### src/design/slc_pkg.sv
package slc_pkg;

  // ==========================================================================
  // lifecycle phases
  typedef enum logic [1:0] {
    SLC_ST_STRAP,
    SLC_ST_WAIT_PG,
    SLC_ST_RUN
  } slc_phase_t;

  // ==========================================================================
  // pad carrier: output value and output enable of a two-way pin
  typedef struct packed {
    logic o;
    logic oe;
  } slc_pad_t;

  // ==========================================================================
  // frequency table entry, frequencies in tenths of MHz
  typedef struct packed {
    logic [10:0] cpu_x10;
    logic [10:0] agp_x10;
    logic [10:0] pci_x10;
    logic [2:0]  agp_half;
  } slc_freq_t;

  localparam slc_freq_t SLC_FREQ_TABLE [16] = '{
    '{11'h3F1, 11'h2A1, 11'h150, 3'h3},
    '{11'h3E8, 11'h29B, 11'h14D, 3'h3},
    '{11'h53B, 11'h29D, 11'h14F, 3'h4},
    '{11'h535, 11'h29B, 11'h14D, 3'h4},
    '{11'h44C, 11'h2DD, 11'h16F, 3'h3},
    '{11'h5AC, 11'h2D6, 11'h16B, 3'h4},
    '{11'h708, 11'h2D0, 11'h168, 3'h5},
    '{11'h7C0, 11'h2CD, 11'h166, 3'h6},
    '{11'h7D9, 11'h29D, 11'h14F, 3'h6},
    '{11'h7D0, 11'h29B, 11'h14D, 3'h6},
    '{11'h685, 11'h29C, 11'h14E, 3'h5},
    '{11'h682, 11'h29A, 11'h14D, 3'h5},
    '{11'h3E8, 11'h29B, 11'h14D, 3'h3},
    '{11'h535, 11'h29B, 11'h14D, 3'h4},
    '{11'h7D0, 11'h29B, 11'h14D, 3'h6},
    '{11'h682, 11'h29A, 11'h14D, 3'h5}
  };

  // ==========================================================================
  // clock model timing, in ticks and cycles
  localparam int unsigned SLC_TICK_DIV = 2;
  localparam int unsigned SLC_DIV_W    = 2;
  localparam logic [SLC_DIV_W-1:0] SLC_DIV_LAST = 2'h1;
  localparam logic [2:0] SLC_CPU_HALF_LAST = 3'h1;

  // ==========================================================================
  // register map
  localparam logic [3:0] SLC_REG_CTRL    = 4'h0;
  localparam logic [3:0] SLC_REG_STATUS  = 4'h1;
  localparam logic [3:0] SLC_REG_CPU_LO  = 4'h2;
  localparam logic [3:0] SLC_REG_CPU_HI  = 4'h3;
  localparam int unsigned SLC_CTRL_STR_BIT = 0;
  localparam int unsigned SLC_CTRL_SIO_BIT = 1;
  localparam logic SLC_CTRL_STR_RST = 1'b0;
  localparam logic SLC_CTRL_SIO_RST = 1'b1;

endpackage : slc_pkg

### src/design/slc_top.sv
`timescale 1ns/10ps
`default_nettype none
module slc_top
  import slc_pkg::*;
(
  // clock and reset
  input  wire logic        clk_sys,
  input  wire logic        reset,
  // supply threshold crossed, level
  input  wire logic        supply_ok,
  input  wire logic        crystal_input,
  // shared strap pins
  input  wire logic [3:0]  freq_select_strap_i,
  output slc_pad_t  [3:0]  freq_select_strap_pad,
  input  wire logic        processor_mode_strap_i,
  output slc_pad_t         processor_mode_pad,
  input  wire logic        current_mult_strap_i,
  output slc_pad_t         current_mult_pad,
  input  wire logic        power_good_n_in,
  output slc_pad_t         power_good_pad,
  // cpu clocks
  output slc_pad_t         cpu_true_pad,
  output slc_pad_t         cpu_comp_pad,
  output logic [1:0]       chipset_cpu_clock_pair,
  // graphics and pci clocks
  output logic [1:0]       graphics_port_clocks,
  output logic [4:0]       pci_clocks,
  // buffer configuration
  output logic             cpu_push_pull,
  output logic             cpu_current_6x,
  output logic             ref_strength_2x,
  output logic             outputs_enabled,
  // register port
  input  wire logic [3:0]  reg_addr,
  input  wire logic [7:0]  reg_wdata,
  input  wire logic        reg_wr,
  input  wire logic        reg_rd,
  output logic [7:0]       reg_rdata
);

  // ==========================================================================
  // state
  typedef struct packed {
    slc_phase_t           st;
    logic                 mode;
    logic                 mult;
    logic [3:0]           fs;
    logic                 str2x;
    logic                 sio48;
    logic [7:0]           rdata;
    logic [SLC_DIV_W-1:0] div;
    logic [2:0]           cpu_cnt;
    logic [2:0]           agp_cnt;
    logic [3:0]           pci_cnt;
    logic                 cpu_clk;
    logic                 agp_clk;
    logic                 pci_clk;
    logic                 usb_clk;
    logic                 sio_clk;
    logic                 sio_ph;
    logic                 xtal;
    slc_pad_t [3:0]       fs_pad;
    slc_pad_t             mode_pad;
    slc_pad_t             mult_pad;
    slc_pad_t             pg_pad;
    slc_pad_t             cpu_t_pad;
    slc_pad_t             cpu_c_pad;
    logic [1:0]           cs_pair;
    logic [1:0]           agp_out;
    logic [4:0]           pci_out;
    logic                 pp;
    logic                 cur6;
    logic                 en;
  } slc_state_t;

  slc_state_t s_q;
  slc_state_t s_d;
  slc_freq_t  freq_q;

  // ==========================================================================
  // frequency decode, registered lookup
  slc_freq_rom u_rom (
    .clk_sys (clk_sys),
    .reset   (reset),
    .addr    (s_q.fs),
    .data_q  (freq_q)
  );

  // ==========================================================================
  // next state
  always_comb begin
    logic       run;
    logic       tick;
    logic [2:0] agp_last;
    logic [3:0] pci_last;
    run      = 1'b0;
    tick     = 1'b0;
    agp_last = 3'h0;
    pci_last = 4'h0;
    s_d = s_q;
    s_d.rdata = '0;
    s_d.xtal  = crystal_input;

    // power-up sequence
    unique case (s_q.st)
      SLC_ST_STRAP: begin
        if (supply_ok) begin
          s_d.mode = processor_mode_strap_i;
          if (!processor_mode_strap_i) begin
            s_d.fs   = freq_select_strap_i;
            s_d.mult = current_mult_strap_i;
            s_d.st   = SLC_ST_RUN;
          end else begin
            s_d.st = SLC_ST_WAIT_PG;
          end
        end
      end
      SLC_ST_WAIT_PG: begin
        // a low level counts: a board that ties the pin to ground must still start
        if (!power_good_n_in) begin
          s_d.fs   = freq_select_strap_i;
          s_d.mult = current_mult_strap_i;
          s_d.st   = SLC_ST_RUN;
        end
      end
      SLC_ST_RUN: begin
        // power-good is no longer looked at in this phase
        s_d.st = SLC_ST_RUN;
      end
      default: begin
        s_d.st = SLC_ST_STRAP;
      end
    endcase

    // clock model: one tick divider, all dividers restart together
    run = (s_q.st == SLC_ST_RUN);
    if (run) begin
      tick     = (s_q.div == SLC_DIV_LAST);
      agp_last = freq_q.agp_half - 3'h1;
      pci_last = {freq_q.agp_half, 1'b0} - 4'h1;
      s_d.div  = tick ? '0 : s_q.div + 1'b1;
      if (tick) begin
        s_d.usb_clk = ~s_q.usb_clk;
        s_d.sio_ph  = ~s_q.sio_ph;
        if (s_q.sio48 || s_q.sio_ph) begin
          s_d.sio_clk = ~s_q.sio_clk;
        end
        if (s_q.cpu_cnt == SLC_CPU_HALF_LAST) begin
          s_d.cpu_cnt = '0;
          s_d.cpu_clk = ~s_q.cpu_clk;
        end else begin
          s_d.cpu_cnt = s_q.cpu_cnt + 3'h1;
        end
        // graphics and pci edges share the cpu tick and start point
        if (s_q.agp_cnt == agp_last) begin
          s_d.agp_cnt = '0;
          s_d.agp_clk = ~s_q.agp_clk;
        end else begin
          s_d.agp_cnt = s_q.agp_cnt + 3'h1;
        end
        if (s_q.pci_cnt == pci_last) begin
          s_d.pci_cnt = '0;
          s_d.pci_clk = ~s_q.pci_clk;
        end else begin
          s_d.pci_cnt = s_q.pci_cnt + 4'h1;
        end
      end
    end else begin
      s_d.div     = '0;
      s_d.cpu_cnt = '0;
      s_d.agp_cnt = '0;
      s_d.pci_cnt = '0;
      s_d.cpu_clk = 1'b0;
      s_d.agp_clk = 1'b0;
      s_d.pci_clk = 1'b0;
      s_d.usb_clk = 1'b0;
      s_d.sio_clk = 1'b0;
      s_d.sio_ph  = 1'b0;
    end

    // pads; strap pins stay undriven until their value is held
    s_d.fs_pad[0] = '{o: run & s_q.xtal,    oe: run};
    s_d.fs_pad[1] = '{o: run & s_q.pci_clk, oe: run};
    s_d.fs_pad[2] = '{o: run & s_q.sio_clk, oe: run};
    s_d.fs_pad[3] = '{o: run & s_q.usb_clk, oe: run};
    s_d.mode_pad  = '{o: run & s_q.agp_clk, oe: s_q.st != SLC_ST_STRAP};
    s_d.mult_pad  = '{o: run & s_q.pci_clk, oe: run};
    s_d.pg_pad    = '{o: run & ~s_q.mode & s_q.xtal, oe: run & ~s_q.mode};
    if (run && s_q.mode) begin
      s_d.cpu_t_pad = '{o: s_q.cpu_clk,  oe: 1'b1};
      s_d.cpu_c_pad = '{o: ~s_q.cpu_clk, oe: 1'b1};
    end else if (run) begin
      // open drain: pull low only, the board resistor makes the high half
      s_d.cpu_t_pad = '{o: 1'b0, oe: ~s_q.cpu_clk};
      s_d.cpu_c_pad = '{o: 1'b0, oe: s_q.cpu_clk};
    end else begin
      s_d.cpu_t_pad = '0;
      s_d.cpu_c_pad = '0;
    end
    s_d.cs_pair = run ? {~s_q.cpu_clk, s_q.cpu_clk} : 2'h0;
    s_d.agp_out = {2{run & s_q.agp_clk}};
    s_d.pci_out = {5{run & s_q.pci_clk}};
    s_d.pp      = s_q.mode;
    s_d.cur6    = s_q.mult;
    s_d.en      = run;

    // register port
    if (reg_wr && reg_addr == SLC_REG_CTRL) begin
      s_d.str2x = reg_wdata[SLC_CTRL_STR_BIT];
      s_d.sio48 = reg_wdata[SLC_CTRL_SIO_BIT];
    end
    if (reg_rd) begin
      unique case (reg_addr)
        SLC_REG_CTRL:   s_d.rdata = {6'h00, s_q.sio48, s_q.str2x};
        SLC_REG_STATUS: s_d.rdata = {s_q.st == SLC_ST_WAIT_PG, run, s_q.mult,
                                     s_q.mode, s_q.fs};
        SLC_REG_CPU_LO: s_d.rdata = freq_q.cpu_x10[7:0];
        SLC_REG_CPU_HI: s_d.rdata = {5'h00, freq_q.cpu_x10[10:8]};
        default:        s_d.rdata = 8'h00;
      endcase
    end
  end

  always_ff @(posedge clk_sys or posedge reset) begin
    if (reset) begin
      s_q       <= '0;
      s_q.st    <= SLC_ST_STRAP;
      s_q.str2x <= SLC_CTRL_STR_RST;
      s_q.sio48 <= SLC_CTRL_SIO_RST;
    end else begin
      s_q <= s_d;
    end
  end

  // ==========================================================================
  // outputs
  assign freq_select_strap_pad  = s_q.fs_pad;
  assign processor_mode_pad     = s_q.mode_pad;
  assign current_mult_pad       = s_q.mult_pad;
  assign power_good_pad         = s_q.pg_pad;
  assign cpu_true_pad           = s_q.cpu_t_pad;
  assign cpu_comp_pad           = s_q.cpu_c_pad;
  assign chipset_cpu_clock_pair = s_q.cs_pair;
  assign graphics_port_clocks   = s_q.agp_out;
  assign pci_clocks             = s_q.pci_out;
  assign cpu_push_pull          = s_q.pp;
  assign cpu_current_6x         = s_q.cur6;
  assign ref_strength_2x        = s_q.str2x;
  assign outputs_enabled        = s_q.en;
  assign reg_rdata              = s_q.rdata;
endmodule // slc_top
`default_nettype wire

### src/design/slc_freq_rom.sv
`timescale 1ns/10ps
`default_nettype none
module slc_freq_rom
  import slc_pkg::*;
(
  // clock and reset
  input  wire logic      clk_sys,
  input  wire logic      reset,
  // lookup
  input  wire logic [3:0] addr,
  output slc_freq_t       data_q
);

  slc_freq_t data_d;

  always_comb begin
    data_d = SLC_FREQ_TABLE[addr];
  end

  always_ff @(posedge clk_sys or posedge reset) begin
    if (reset) begin
      data_q <= '0;
    end else begin
      data_q <= data_d;
    end
  end

endmodule // slc_freq_rom
`default_nettype wire

### config.mk
export PLATFORM = sky130hd
export DESIGN_NAME = slc_top
export DESIGN_NICKNAME = d
export VERILOG_FILES = /design/src/design/slc_pkg.sv /design/src/design/slc_top.sv /design/src/design/slc_freq_rom.sv
export SDC_FILE = /design/constraint.sdc
export NUM_CORES = 1
export LEC_CHECK = 0
export ABC_AREA = 1
export BUFFER_PORTS_ARGS = -buffer_cell sky130_fd_sc_hd__buf_2
export CAP_MARGIN = 20
export CORE_ASPECT_RATIO = 1.75
export CORE_UTILIZATION = 37
export DETAILED_ROUTE_END_ITERATION = 7
export HOLD_SLACK_MARGIN = 0.06
export SYNTH_ARGS = -nofsm -noshare
export SYNTH_HDL_FRONTEND = slang
export SYNTH_SLANG_ARGS = --single-unit
### constraint.sdc
create_clock -name clk_sys -period 1.6 [get_ports clk_sys]
set_input_delay 0 -clock clk_sys [delete_from_list [all_inputs] [get_ports clk_sys]]
set_output_delay 0 -clock clk_sys [all_outputs]
set_load 0.05 [all_outputs]
-- After elaboration in Yosys (flattened, before gate mapping)
Memories as Yosys holds them, arrays and structs flattened. A register that Yosys moved wholly into a read port is not among the register bits.
Cells that the tools add are included.
- $add $sub $neg: 6
- eq/ne operators: 17
- mux-type cells: 22
- bitwise logic cells: 15
- reductions and logical operators: 14
- operators by type and width (operator ; count):
    8-bit case mux with 4 select lines ; 1
    18-bit two-way mux ; 1
    16-bit two-way mux ; 1
    8-bit two-way mux ; 2
    2-bit AND reduction ; 6
    5-bit two-way mux ; 2
    2-bit by 1-bit inequality test with 1-bit output (second input constant) ; 5
    5-bit case mux with 2 select lines ; 1
    3-bit two-way mux ; 3
    4-bit by 2-bit == test with 1-bit output (second input constant) ; 2
    2-bit two-way mux ; 4
    4-bit two-way mux ; 2
    1-bit AND ; 7
    1-bit inverter ; 7
    3-bit by 1-bit adder with 3-bit output (second input constant) ; 2
    2-bit inequality test (second input constant) ; 3
    2-bit case mux with 3 select lines ; 1
    4-bit inverter with 5-bit output ; 1
    4-bit by 1-bit adder with 4-bit output (second input constant) ; 1
    2-bit by 1-bit == test with 1-bit output (second input constant) ; 2
    4-bit by 1-bit == test with 1-bit output (second input constant) ; 1
    4-bit == test ; 1
    4-bit zero test ; 1
    1-bit two-way mux ; 4
    other kinds (11) ; 13
- flip-flop bits (word level): 56
- bits in read-only memories: 576
- output and inout bits: 39
- word-level logic and storage cells: 111
- memories kept: 1
- memory list (memory ; words ; width ; read ports ; clocked after memory_dff ; write ports ; line ; text):
    (name not given) ; 16 ; 36 ; 1 ; 1 ; 0 ; slc_freq_rom.sv:17 ; data_d = SLC_FREQ_TABLE[addr];

-- Depth between registers and ports, before layout
Gate-level depths: netlist (run 1).
- word-level depth: 5
- depth in mapped cells: 11
- gate-level depth less buffers: 11

-- By module
Synthesis (run 1) repeated with hierarchy kept, for this count alone.
- cell total of the unflattened synthesis: 434
- area total of the unflattened synthesis: 3779.9 um^2
- by module, submodules not included (module ; instances ; cells each ; area each (um^2) ; sequential area each (um^2)):
    slc_top ; 1 ; 305 ; 2646.3 ; 1352.5
    slc_freq_rom ; 1 ; 129 ; 1133.6 ; 550.5

-- Worst setup path before layout (run 1)
Ideal clock, no wire load.
- path type: flip-flop to flip-flop
- from: register, netlist name u_rom.data_q[0]
- to: register s_q[34] in the netlist's numbering
- library setup time: 0.116 ns
- data arrival time: 1.224 ns
- setup slack: 0.260 ns
- stages on the path, launching flop included: 11
- period minus slack after synthesis: 1.340 ns
- cells stage by stage: dfrtp_1 -> inv_2 -> ha_1 -> nand2_1 -> nand3_1 -> nor2_1 -> nand2_1 -> nand2_1 -> nand2_1 -> nand2_1 -> nand2_1
- longest elaborated chain between the ends: 4
- ends and longest elaborated chain (element ; line ; text):
    4-bit by 1-bit subtractor with 4-bit output ; slc_top.sv:140 ; pci_last = {freq_q.agp_half, 1'b0} - 4'h1;
    4-bit == test ; slc_top.sv:161 ; if (s_q.pci_cnt == pci_last) begin
    2-bit by 1-bit inequality test with 1-bit output (no line) ; - ;
    2-bit AND reduction (no line) ; - ;
    to (decl) ; slc_top.sv:76 ; slc_state_t s_q;
No other way between the ends.
A chain may end at the register's enable or synchronous reset.

==> impl_results.md, run 1 <==
* Hold WS at 56.3 ps
* Sequential share of the synthesized area at between 50% and 60%
* Crit end category: register
* Seq cells post-synth at 67
* Max Freq at 0.682 GHz
* Crit path max-delay family: flip-flops
* Post-route ant nets at 0
* Setup violators final at 0
* Synth Net Count at between 400 and 500
* Post-Route WL at 6620 um
* Synth warnings at 0
* Main flop type after synthesis: dfrtp_1
* FP Rows at 45
* Share of post-route cells with drive strength above 1 at 23.9%
* Startpoint types: register
* First-pass iteration count of the detailed router at 4
* Initial Util at roughly two fifths
* Vias at 2564
* Maximum VDD drop at 0.929 mV
* # diodes at 0
* Port bufs at 57
* Classification of the worst setup path: register to register
* Crit-path most repeated cell: inv_2
* Initial antenna violation count at 0
* MaxCap Viol Count at 0
* Number of global-route vias before repair at 2540
* CP arrival at 1710 ps
* Number of setup buffers added after CTS at 0
* CTS max path bufs at 2
* Clk_lat worst skew at 330 ps
* Die width at 73.5 um
* Synth cell types at 32
* Tcrit/Tclk final at 91.6%
* Asr flop ratio synth at 100%
* Slew headroom at ~68%
* Leakage at 2.11 nW
* Wire per inst at 11.9 um
* Clock skew at around 4.4 ps
* Avg Inst Size Synth at ~8.7 um2
* Commonest non-fill, non-tap cell in the layout: nand2_1
* Netlist Area Pre-Place at approximately 3300 um2
* Clock buffer count from CTS at 9
* Final-stage net count at 475
* Global-route wire length before repair at roughly 11000 um
* Worst Path Required at 1840 ps
* DR vias/cell at 4.60
* Top-level port count at 64
* Drc violations at 0
* GR Overflow Total at 0
* TritonCTS clock tree: built
* H-Tree Depth at 3
* Number of flops mapped to enable cells by yosys at 0
* Crit path largest cell delay at 390 ps
* Critical Path Slowest Stage Cell: dfrtp_1
* Maximum fanout along the worst path at 8
* Synth-to-layout area growth at 21.1%
* Slew Viols, Final at 0
* RD Place Congestion at 0.889
* Core Box Area at slightly below 9000 um2
* Largest net degree at the start of global routing at 68
* Worst path cell trace: inv_1 > ha_2 > inv_2 > nor2_4 > inv_2 > nor2_1 > nand3_1 > o21ai_1
* Die area at 9350 um2
* PD cells at roughly 1900 nW/um2
* Pwr Total at 7.76 mW
* Worst Max-Slew Pin Slew at roughly 470 ps
* CTS clk-pin slew, worst paths at 50 ps
* HPWL after DPL at roughly 4700 um
* Critical path buffer and inverter count at 3
* Mapped Cells at 381
* Total GRT Usage at 15.9%
* Die Ht at about 130 um
* Commonest cells after routing, fill and taps aside: nand2_1, dfrtp_1, buf_2
* Final hold viol count at 0
* Status: finished clean
* Fin crit period at 1470 ps
* Initial DRC Count at around 110
* Count of clock tree sinks at 67
* Hold Crit Class: input pin to register
* Root Buffer: clkbuf_16
## registers in the layout, summed over array words and instances, names as in the netlist
name	count
chipset_cpu_clock_pair	2
ref_strength_2x	1
cpu_push_pull	1
u_rom.data_q	13
cpu_true_pad	2
processor_mode_pad	1
power_good_pad	2
cpu_current_6x	1
outputs_enabled	1
cpu_comp_pad	2
freq_select_strap_pad	3
s_q	26
pci_clocks	1
graphics_port_clocks	1
s_d	2
reg_rdata	8
## layer usage
| metal | track usage, % | vias to the layer above | routed length, um |
|---|---|---|---|
| met3 | 3.00 | 17 | 217 |
| met1 | 16.6 | 1211 | 2490 |
| met5 | 0 | - | 0 |
| met4 | 9.39 | 0 | 233 |
| met2 | 28.7 | 59 | 3680 |
| li1 | - | 1277 | - |
## worst reg2reg max path, delay by kind of cell, from the launching register on
family                     cells  cell delay, ps
buffers and inverters          3             290
adders and majority gates      1             240
DFF                            1             390
and+or+nand+nor                3             340
AOI/OAI and AO/OA              1             120
## where the power goes
part	internal (mW)	switching, mW
logic	0.970	2.39
clock network	1.13	0.708
registers	2.23	0.328
## Yosys cell counts (3+ instances only)
master	count	area share, %
o21ai_1	11	1.7
nand3_1	16	2.4
o22ai_1	3	0.57
inv_2	9	1.0
nand4_1	3	0.57
nor2_1	27	3.1
a21oi_1	13	2.0
nand2_1	99	11
dfrtp_1	66	50
buf_4	35	7.9
inv_1	40	4.5
o21ai_0	20	3.0
ha_1	15	5.7
buf_2	4	0.60
## cell type report
| type | count | area [um2] |
|---|---|---|
| tap | 117 | 146 |
| clock buffer | 12 | 256 |
| multi-input combinational | 225 | 1180 |
| inverter | 49 | 188 |
| sequential | 67 | 1680 |
| clock inverter | 4 | 25.0 |
| fill | 878 | 4660 |
| timing repair buffer | 83 | 536 |
## timing repair
action / in CTS / in global routing
hold endpoints to repair: 84 / 0
gates resized for setup: 0 / 4
setup endpoints to repair: 0 / 9
hold buffers: 18 / 0
## stage by stage
stage	util (%)	instance area [um2]	cells	setup TNS, ps	setup slack [ps]
floorplan	-	3320	381	0	260
detailed placement	40.9	3540	524	0	113
finish	46.3	4010	557	0	134
global placement	40.9	3540	524	0	137
CTS	46.2	4000	558	0	8.03
global route	46.3	4010	557	-8.57	-8.57
## cells by family (layout without fill, tap and decap cells)
family,Yosys count,count (layout),share of synthesized area (%)
buf+inv,89,148,14.2
fa+ha+maj,15,15,5.66
xor+xnor,1,1,0.264
flops,67,67,50.6
compound gates,54,54,9.52
simple gates,155,155,19.7
## worst paths after layout
kind | start | endpoint | slack [ps] | cells past startpoint
worst max-delay path | s_q[65] | s_q[40] | 130 | 8
worst max register to register | s_q[65] | s_q[40] | 130 | 8
min in group asynchronous | reset | processor_mode_pad[0] | 280 | 4
max in group asynchronous | reset | s_q[57] | 970 | 4
worst min register to register | s_d[1] | cpu_current_6x | 410 | 0
worst min-delay path | reg_addr[1] | ref_strength_2x | 60 | 5
(Power assumes the default switching activity.)
==> run 2: changes to the inputs <==
- GPL_TIMING_DRIVEN: default -> 0
- PLACE_DENSITY_LB_ADDON: default -> 0.08
==> run 2 against run 1 <==
Effect of this change:
- non-clock buffer count rose by 33
- sequential power barely moved
- routed wire length rose by 5.1%
- utilization rose by 3.0 points
- largest cell class unchanged
- cell area rose by 6.6%
==> impl_results.md, run 2 (same netlist as run 1, synthesis figures left out) <==
* Pwr Total at 8.16 mW (was 7.76 mW)
* Comb power frac at 44.0% (was 43.3%)
* Final-stage net count at 508 (was 475)
* FP Rows at 45 (unchanged)
* Wire per inst at 11.8 um (was 11.9 um)
* Max Freq at 0.666 GHz (was 0.682 GHz)
* Leakage at 2.30 nW (was 2.11 nW)
* Final Core Density at 49.3% (was 46.3%)
* First-pass iteration count of the detailed router at 4 (unchanged)
* Startpoint types: register (unchanged)
* Die area at 9350 um2 (unchanged)
* Power share of the clock group at 24.5% (was 23.7%)
* Clock buffer count from CTS at 9 (unchanged)
* Worst Max-Slew Pin Slew at 665 ps (was 469 ps)
* CTS max path bufs at 2 (unchanged)
* CP arrival at 1750 ps (was 1710 ps)
* Hold EP: reg_rdata[6] (was ref_strength_2x)
* Crit path largest cell delay at 400 ps (was 390 ps)
* Slew headroom at 55.6% (was 68.4%)
* RD Place Congestion at 0.830 (was 0.889)
* Reg2Reg Setup Slack at 100 ps (was 130 ps)
* Status: finished clean (unchanged)
* Commonest non-fill, non-tap cell in the layout: nand2_1 (unchanged)
* Hold Crit Class: input pin to register (unchanged)
* Slew Viols, Final at 0 (unchanged)
* Global-route wire length before repair at 11400 um (was 11100 um)
* Share of post-route cells with drive strength above 1 at 28.1% (was 23.9%)
* H-Tree Depth at 3 (unchanged)
* Switching share of total power at 42.1% (was 44.2%)
* HPWL after DPL at 5050 um (was 4720 um)
* CTS clk-pin slew, worst paths at 50 ps (about the same)
* Max FFs per register at 26 (unchanged)
* Worst R2R Path Depth at 8 (unchanged)
* Classification of the worst setup path: register to register (unchanged)
* Maximum VDD drop at 0.953 mV (was 0.929 mV)
* Number of setup buffers added after CTS at 0 (unchanged)
* Initial DRC Count at 147 (was 112)
* Maximum fanout along the worst path at 8 (unchanged)
* Commonest cells after routing, fill and taps aside: nand2_1, dfrtp_1, buf_2 (unchanged)
* DR vias/cell at 4.50 (was 4.60)
* Crit-path most repeated cell: inv_2 (unchanged)
* Final hold viol count at 0 (unchanged)
* Critical Path Slowest Stage Cell: dfrtp_1 (unchanged)
* Number of global-route vias before repair at 2464 (was 2540)
* Crit end category: register (unchanged)
* Initial antenna violation count at 0 (unchanged)
* Fill count at 862 (was 878)
* Vias at 2654 (was 2564)
* Setup violators final at 0 (unchanged)
* Die Ht at 127 um (unchanged)
* Drc violations at 0 (unchanged)
* TritonCTS clock tree: built (unchanged)
* Hold WS at 111 ps (was 56.3 ps)
* Port bufs at 57 (unchanged)
* FF-to-FF End: s_q[40] (unchanged)
* WHS Path Cells at 5 (unchanged)
* Top reg by flops: s_q (unchanged)
* Critical hold path startpoint: reg_addr[1] (unchanged)
* Initial Util at 38.2% (unchanged)
* Synth-to-layout area growth at 29.1% (was 21.1%)
* GR Overflow Total at 0 (unchanged)
* Post-route ant nets at 0 (unchanged)
* # diodes at 0 (unchanged)
* Post-Route WL at 6960 um (was 6620 um)
* Core Box Area at 8670 um2 (unchanged)
* Die width at 73.5 um (unchanged)
* Count of clock tree sinks at 67 (unchanged)
* Worst Path Required at 1850 ps (was 1840 ps)
* RSZ-0062 raised after global routing: yes
* Total GRT Usage at 16.4% (was 15.9%)
* Root Buffer: clkbuf_16 (unchanged)
* PD cells at 1910 nW/um2 (was 1930 nW/um2)
* Sw Pwr at 3.44 mW (was 3.43 mW)
* Clk_lat worst skew at 330 ps (about the same)
* Fin crit period at 1500 ps (was 1470 ps)
* Cell-internal power at 4.72 mW (was 4.33 mW)
* Worst path cell trace: inv_1 > ha_2 > inv_2 > nor2_4 > inv_2 > nor2_1 > nand3_1 > o21ai_1 (unchanged)
* Top-level port count at 64 (unchanged)
* Tcrit/Tclk final at 93.8% (was 91.6%)
* Seq pwr share at 31.5% (was 33.0%)
* Reg2reg start: s_q[65] (unchanged)
* Sum Neg Setup Slack at 0 ps (unchanged)
* MaxCap Viol Count at 0 (unchanged)
* Largest net degree at the start of global routing at 39 (was 68)
* Clock skew at 5.24 ps (was 4.43 ps)
## run 2: cell types whose count changed in the layout (fill, tap and decap cells not counted), sizes merged
cell	previous run	this run
bufinv	0	1
dlygate4sd3	17	18
clkinv	2	0
clkbuf	12	16
buf	66	97
clkinvlp	3	1
## run 2: critical path, delay by kind of cell, from the launching register on
family	cells	cell delay [ps]
adders and majority gates	1	260
DFF	1	400
and+or+nand+nor	3	380
AOI/OAI and AO/OA	1	80
buffers and inverters	3	320
## run 2: cell type report
type	instances	area [um2]	area share, %
flip-flops and latches	67	1680	39.2
multi-input cells	225	1190	27.7
repair buffers	76	485	11.3
plain buffers	40	287	6.70
clock buffers	15	278	6.49
inverters	49	188	4.39
well taps	117	146	3.42
clock inverters	1	30.0	0.702
## run 2: through the flow
stage / instance area [um2] / cells / worst slack [ps]
finish: 4280 / 590 / 98.4
global route: 4280 / 590 / -53.8
CTS: 4270 / 591 / 9.63
detailed placement: 3770 / 556 / -0.828
global placement: 3750 / 555 / 19.3
floorplan: 3320 / 381 / 260
## run 2: power by group through the flow
stage	Clock [mW]	Sequential [mW]	Combinational, mW
6_report	2.00	2.57	3.59
5_1_grt	2.13	2.64	3.98
4_1_cts	2.06	2.58	3.59
3_5_place_dp	0	2.60	3.54
3_3_place_gp	0	2.58	3.48
2_1_floorplan	0	2.64	2.70
## run 2: worst max path at each step
stage | endpoint | start | cells after the start | slack (ps)
floorplan | s_q[34] | u_rom.data_q[0] | 10 | 260
global placement | u_rom.data_q[32] | s_q[60] | 7 | 20
detailed placement | s_q[32] | s_q[65] | 6 | -0.8
CTS | s_q[57] | reg_wr | 6 | 10
global route | s_q[32] | s_q[65] | 7 | -50
finish | s_q[40] | s_q[65] | 8 | 100
## run 2: what timing repair did
action / CTS / global route
endpoints found under the setup margin: 2 / 11
resized for setup: 1 / 3
hold endpoints to repair: 46 / 0
hold buffers: 19 / 0
## run 2: metal layers
| layer | global-route usage (%) | wire (um) | up-vias |
|---|---|---|---|
| met1 | 17.0 | 2670 | 1251 |
| met4 | 7.13 | 123 | 0 |
| met5 | 0 | 0 | - |
| met2 | 30.0 | 3980 | 48 |
| met3 | 4.26 | 185 | 10 |
| li1 | - | - | 1345 |
==> run 3: changes to the inputs <==
- CORE_UTILIZATION: 37 -> 50
==> run 3 against run 2 <==
Effect of this change:
- setup slack worse by 31 ps
- sequential power about the same
- maximum frequency down 2.0%
- clock skew increased by 4.1 ps
- die area is 25% lower
- sequential share of layout area is 0.95 points higher
- cell area down 2.2%
- clock power fell by 32%
- clock-buffer cell count down 4
- largest power group unchanged
- highest routed layer unchanged
==> impl_results.md, run 3 (same netlist as run 1, synthesis figures left out) <==
* Hold Crit Class: input pin to register (unchanged)
* Worst path cell trace: buf_2 > inv_1 > nand2_2 > nor3_4 > dlygate4sd3_1 > nand2_1 > nand2_1 > nand2_1 > dlygate4sd3_1 (was inv_1 > ha_2 > inv_2 > nor2_4 > inv_2 > nor2_1 > nand3_1 > o21ai_1)
* Final hold viol count at 0 (unchanged)
* Non-Filler Instances at 559 (was 590)
* Power share of the clock group at 18.1% (was 24.5%)
* Slew Viols, Final at 0 (unchanged)
* Die width at 63.5 um (was 73.5 um)
* Crit end category: register (unchanged)
* CP arrival at 1800 ps (was 1750 ps)
* Status: finished clean (unchanged)
* RD Place Congestion at 0.837 (was 0.830)
* Leakage at 2.27 nW (was 2.30 nW)
* Top-level port count at 64 (unchanged)
* Clk_lat worst skew at 350 ps (was 330 ps)
* Tcrit/Tclk final at 95.8% (was 93.8%)
* Max FFs per register at 26 (unchanged)
* Vias at 2721 (was 2654)
* Startpoint types: input pin (was register)
* HPWL after DPL at 4840 um (was 5050 um)
* Comb power frac at 48.2% (was 44.0%)
* First-pass iteration count of the detailed router at 4 (unchanged)
* Setup crit end: s_q[57] (was s_q[40])
* Share of post-route cells with drive strength above 1 at 30.1% (was 28.1%)
* Count of clock tree sinks at 67 (unchanged)
* Initial antenna violation count at 0 (unchanged)
* Final Core Density at 66.6% (was 49.3%)
* Worst Max-Slew Pin Slew at 720 ps (was 665 ps)
* Root Buffer: clkbuf_8 (was clkbuf_16)
* Seq pwr share at 33.8% (was 31.5%)
* Sum Neg Setup Slack at 0 ps (unchanged)
* Reg2Reg Setup Slack at 80 ps (was 100 ps)
* Maximum fanout along the worst path at 3 (was 8)
* MaxCap Viol Count at 0 (unchanged)
* Maximum VDD drop at 1.24 mV (was 0.953 mV)
* Commonest non-fill, non-tap cell in the layout: nand2_1 (unchanged)
* Setup crit start: reg_addr[2] (was s_q[65])
* Synth-to-layout area growth at 26.2% (was 29.1%)
* Setup violators final at 0 (unchanged)
* GR Overflow Total at 0 (unchanged)
* CTS clk-pin slew, worst paths at 70 ps (was 50 ps)
* Placed insts at 519 (was 556)
* Total GRT Usage at 21.7% (was 16.4%)
* Max Freq at 0.652 GHz (was 0.666 GHz)
* PD cells at 1820 nW/um2 (was 1910 nW/um2)
* Slew headroom at 51.9% (was 55.6%)
* Commonest cells after routing, fill and taps aside: nand2_1, dfrtp_1, buf_2 (unchanged)
* Fin crit period at 1530 ps (was 1500 ps)
* # diodes at 0 (unchanged)
* Sw Pwr at 3.41 mW (was 3.44 mW)
* Reg2reg start: s_q[60] (was s_q[65])
* Crit path largest cell delay at 600 ps (was 400 ps)
* H-Tree Depth at 3 (unchanged)
* Port bufs at 57 (unchanged)
* FP Rows at 38 (was 45)
* Initial Util at 52.8% (was 38.2%)
* Clock skew at 9.34 ps (was 5.24 ps)
* Cell-internal power at 4.19 mW (was 4.72 mW)
* Post-route ant nets at 0 (unchanged)
* Number of global-route vias before repair at 2607 (was 2464)
* Worst Path Required at 1870 ps (was 1850 ps)
* Die Ht at 110 um (was 127 um)
* Post-Route WL at 6740 um (was 6960 um)
* Crit-path most repeated cell: nand2_1 (was inv_2)
* Clock buffer count from CTS at 9 (unchanged)
* Largest net degree at the start of global routing at 36 (was 39)
* Worst R2R Path Depth at 7 (was 8)
* DR vias/cell at 4.87 (was 4.50)
* Critical Path Slowest Stage Cell: dlygate4sd3_1 (was dfrtp_1)
* Wire per inst at 12.1 um (was 11.8 um)
* Final-stage net count at 514 (was 508)
* CTS max path bufs at 2 (unchanged)
* RSZ-0062 raised after global routing: no (was yes)
* Core Box Area at 6280 um2 (was 8670 um2)
* FF-to-FF End: u_rom.data_q[32] (was s_q[40])
* Drc violations at 0 (unchanged)
* Initial DRC Count at 70 (was 147)
* Global-route wire length before repair at 11400 um (about the same)
* Top reg by flops: s_q (unchanged)
* Classification of the worst setup path: input pin to register (was register to register)
* Die area at 6970 um2 (was 9350 um2)
* Switching share of total power at 44.9% (was 42.1%)
* TritonCTS clock tree: built (unchanged)
## run 3: cell count changes in the layout (fill, tap and decap cells not counted)
cell,delta
clkinvlp_4,+1
nand2_2,+1
clkbuf_8,+7
clkbuf_16,-9
dfrtp_2,+2
nand2_1,-1
clkbuf_1,-2
dfrtp_1,-2
ha_1,-1
clkinv_2,+3
dlygate4sd3_1,+1
buf_4,+5
ha_4,+1
## run 3: timing repair
action                                  CTS  global route
endpoints found under the setup margin    0            15
gates resized for setup                   0             9
hold buffers                             20             0
hold endpoints to repair                 51             0
buffers inserted                          0             5
## run 3: stage by stage
| stage | hold slack (ps) | setup slack (ps) | total power [mW] | cell area [um2] |
|---|---|---|---|---|
| finish | 124 | 67.2 | 7.60 | 4180 |
| floorplan | 31.4 | 260 | 5.34 | 3320 |
| global route | 149 | 11.3 | 8.15 | 4180 |
| detailed placement | 114 | 19.7 | 6.11 | 3720 |
| global placement | 110 | 64.2 | 6.01 | 3700 |
| CTS | 81.4 | 3.74 | 7.54 | 4120 |
## run 3: power by group through the flow
| stage | Sequential, mW | Clock [mW] | Combinational, mW |
|---|---|---|---|
| 2_1_floorplan | 2.64 | 0 | 2.70 |
| 3_3_place_gp | 2.57 | 0 | 3.44 |
| 3_5_place_dp | 2.59 | 0 | 3.52 |
| 4_1_cts | 2.56 | 1.41 | 3.57 |
| 5_1_grt | 2.64 | 1.47 | 4.04 |
| 6_report | 2.57 | 1.37 | 3.66 |
## run 3: layout make-up
type | count | area, um2
Tap cell | 80 | 100
Fill cell | 554 | 2090
Buffer | 40 | 287
Sequential cell | 67 | 1680
Multi-Input combinational cell | 225 | 1200
Clock inverter | 5 | 52.6
Inverter | 49 | 188
Timing Repair Buffer | 82 | 533
Clock buffer | 11 | 141
## run 3: critical path: cells and delay by family
kind	cells	cell delay [ps]
buffers and inverters	4	1310
AND/OR/NAND/NOR	5	500
## run 3: worst min-delay path by stage
stage,startpoint,endpoint,slack (ps),cells after the start
floorplan,crystal_input,s_q[30],30,0
global placement,crystal_input,s_q[30],110,1
detailed placement,crystal_input,s_q[30],110,1
CTS,reg_addr[3],reg_rdata[7],80,6
global route,reg_addr[3],reg_rdata[6],150,6
finish,reg_addr[3],reg_rdata[7],120,6
## run 3: per-layer routing
layer	GRT usage [%]	vias up	part of all wire [%]	routed length (um)
met5	0	-	0	0
met4	14.9	0	4.3	292
met3	4.77	23	2.8	190
met2	40.2	69	56	3740
met1	21.0	1274	37	2510
li1	-	1355	-	-
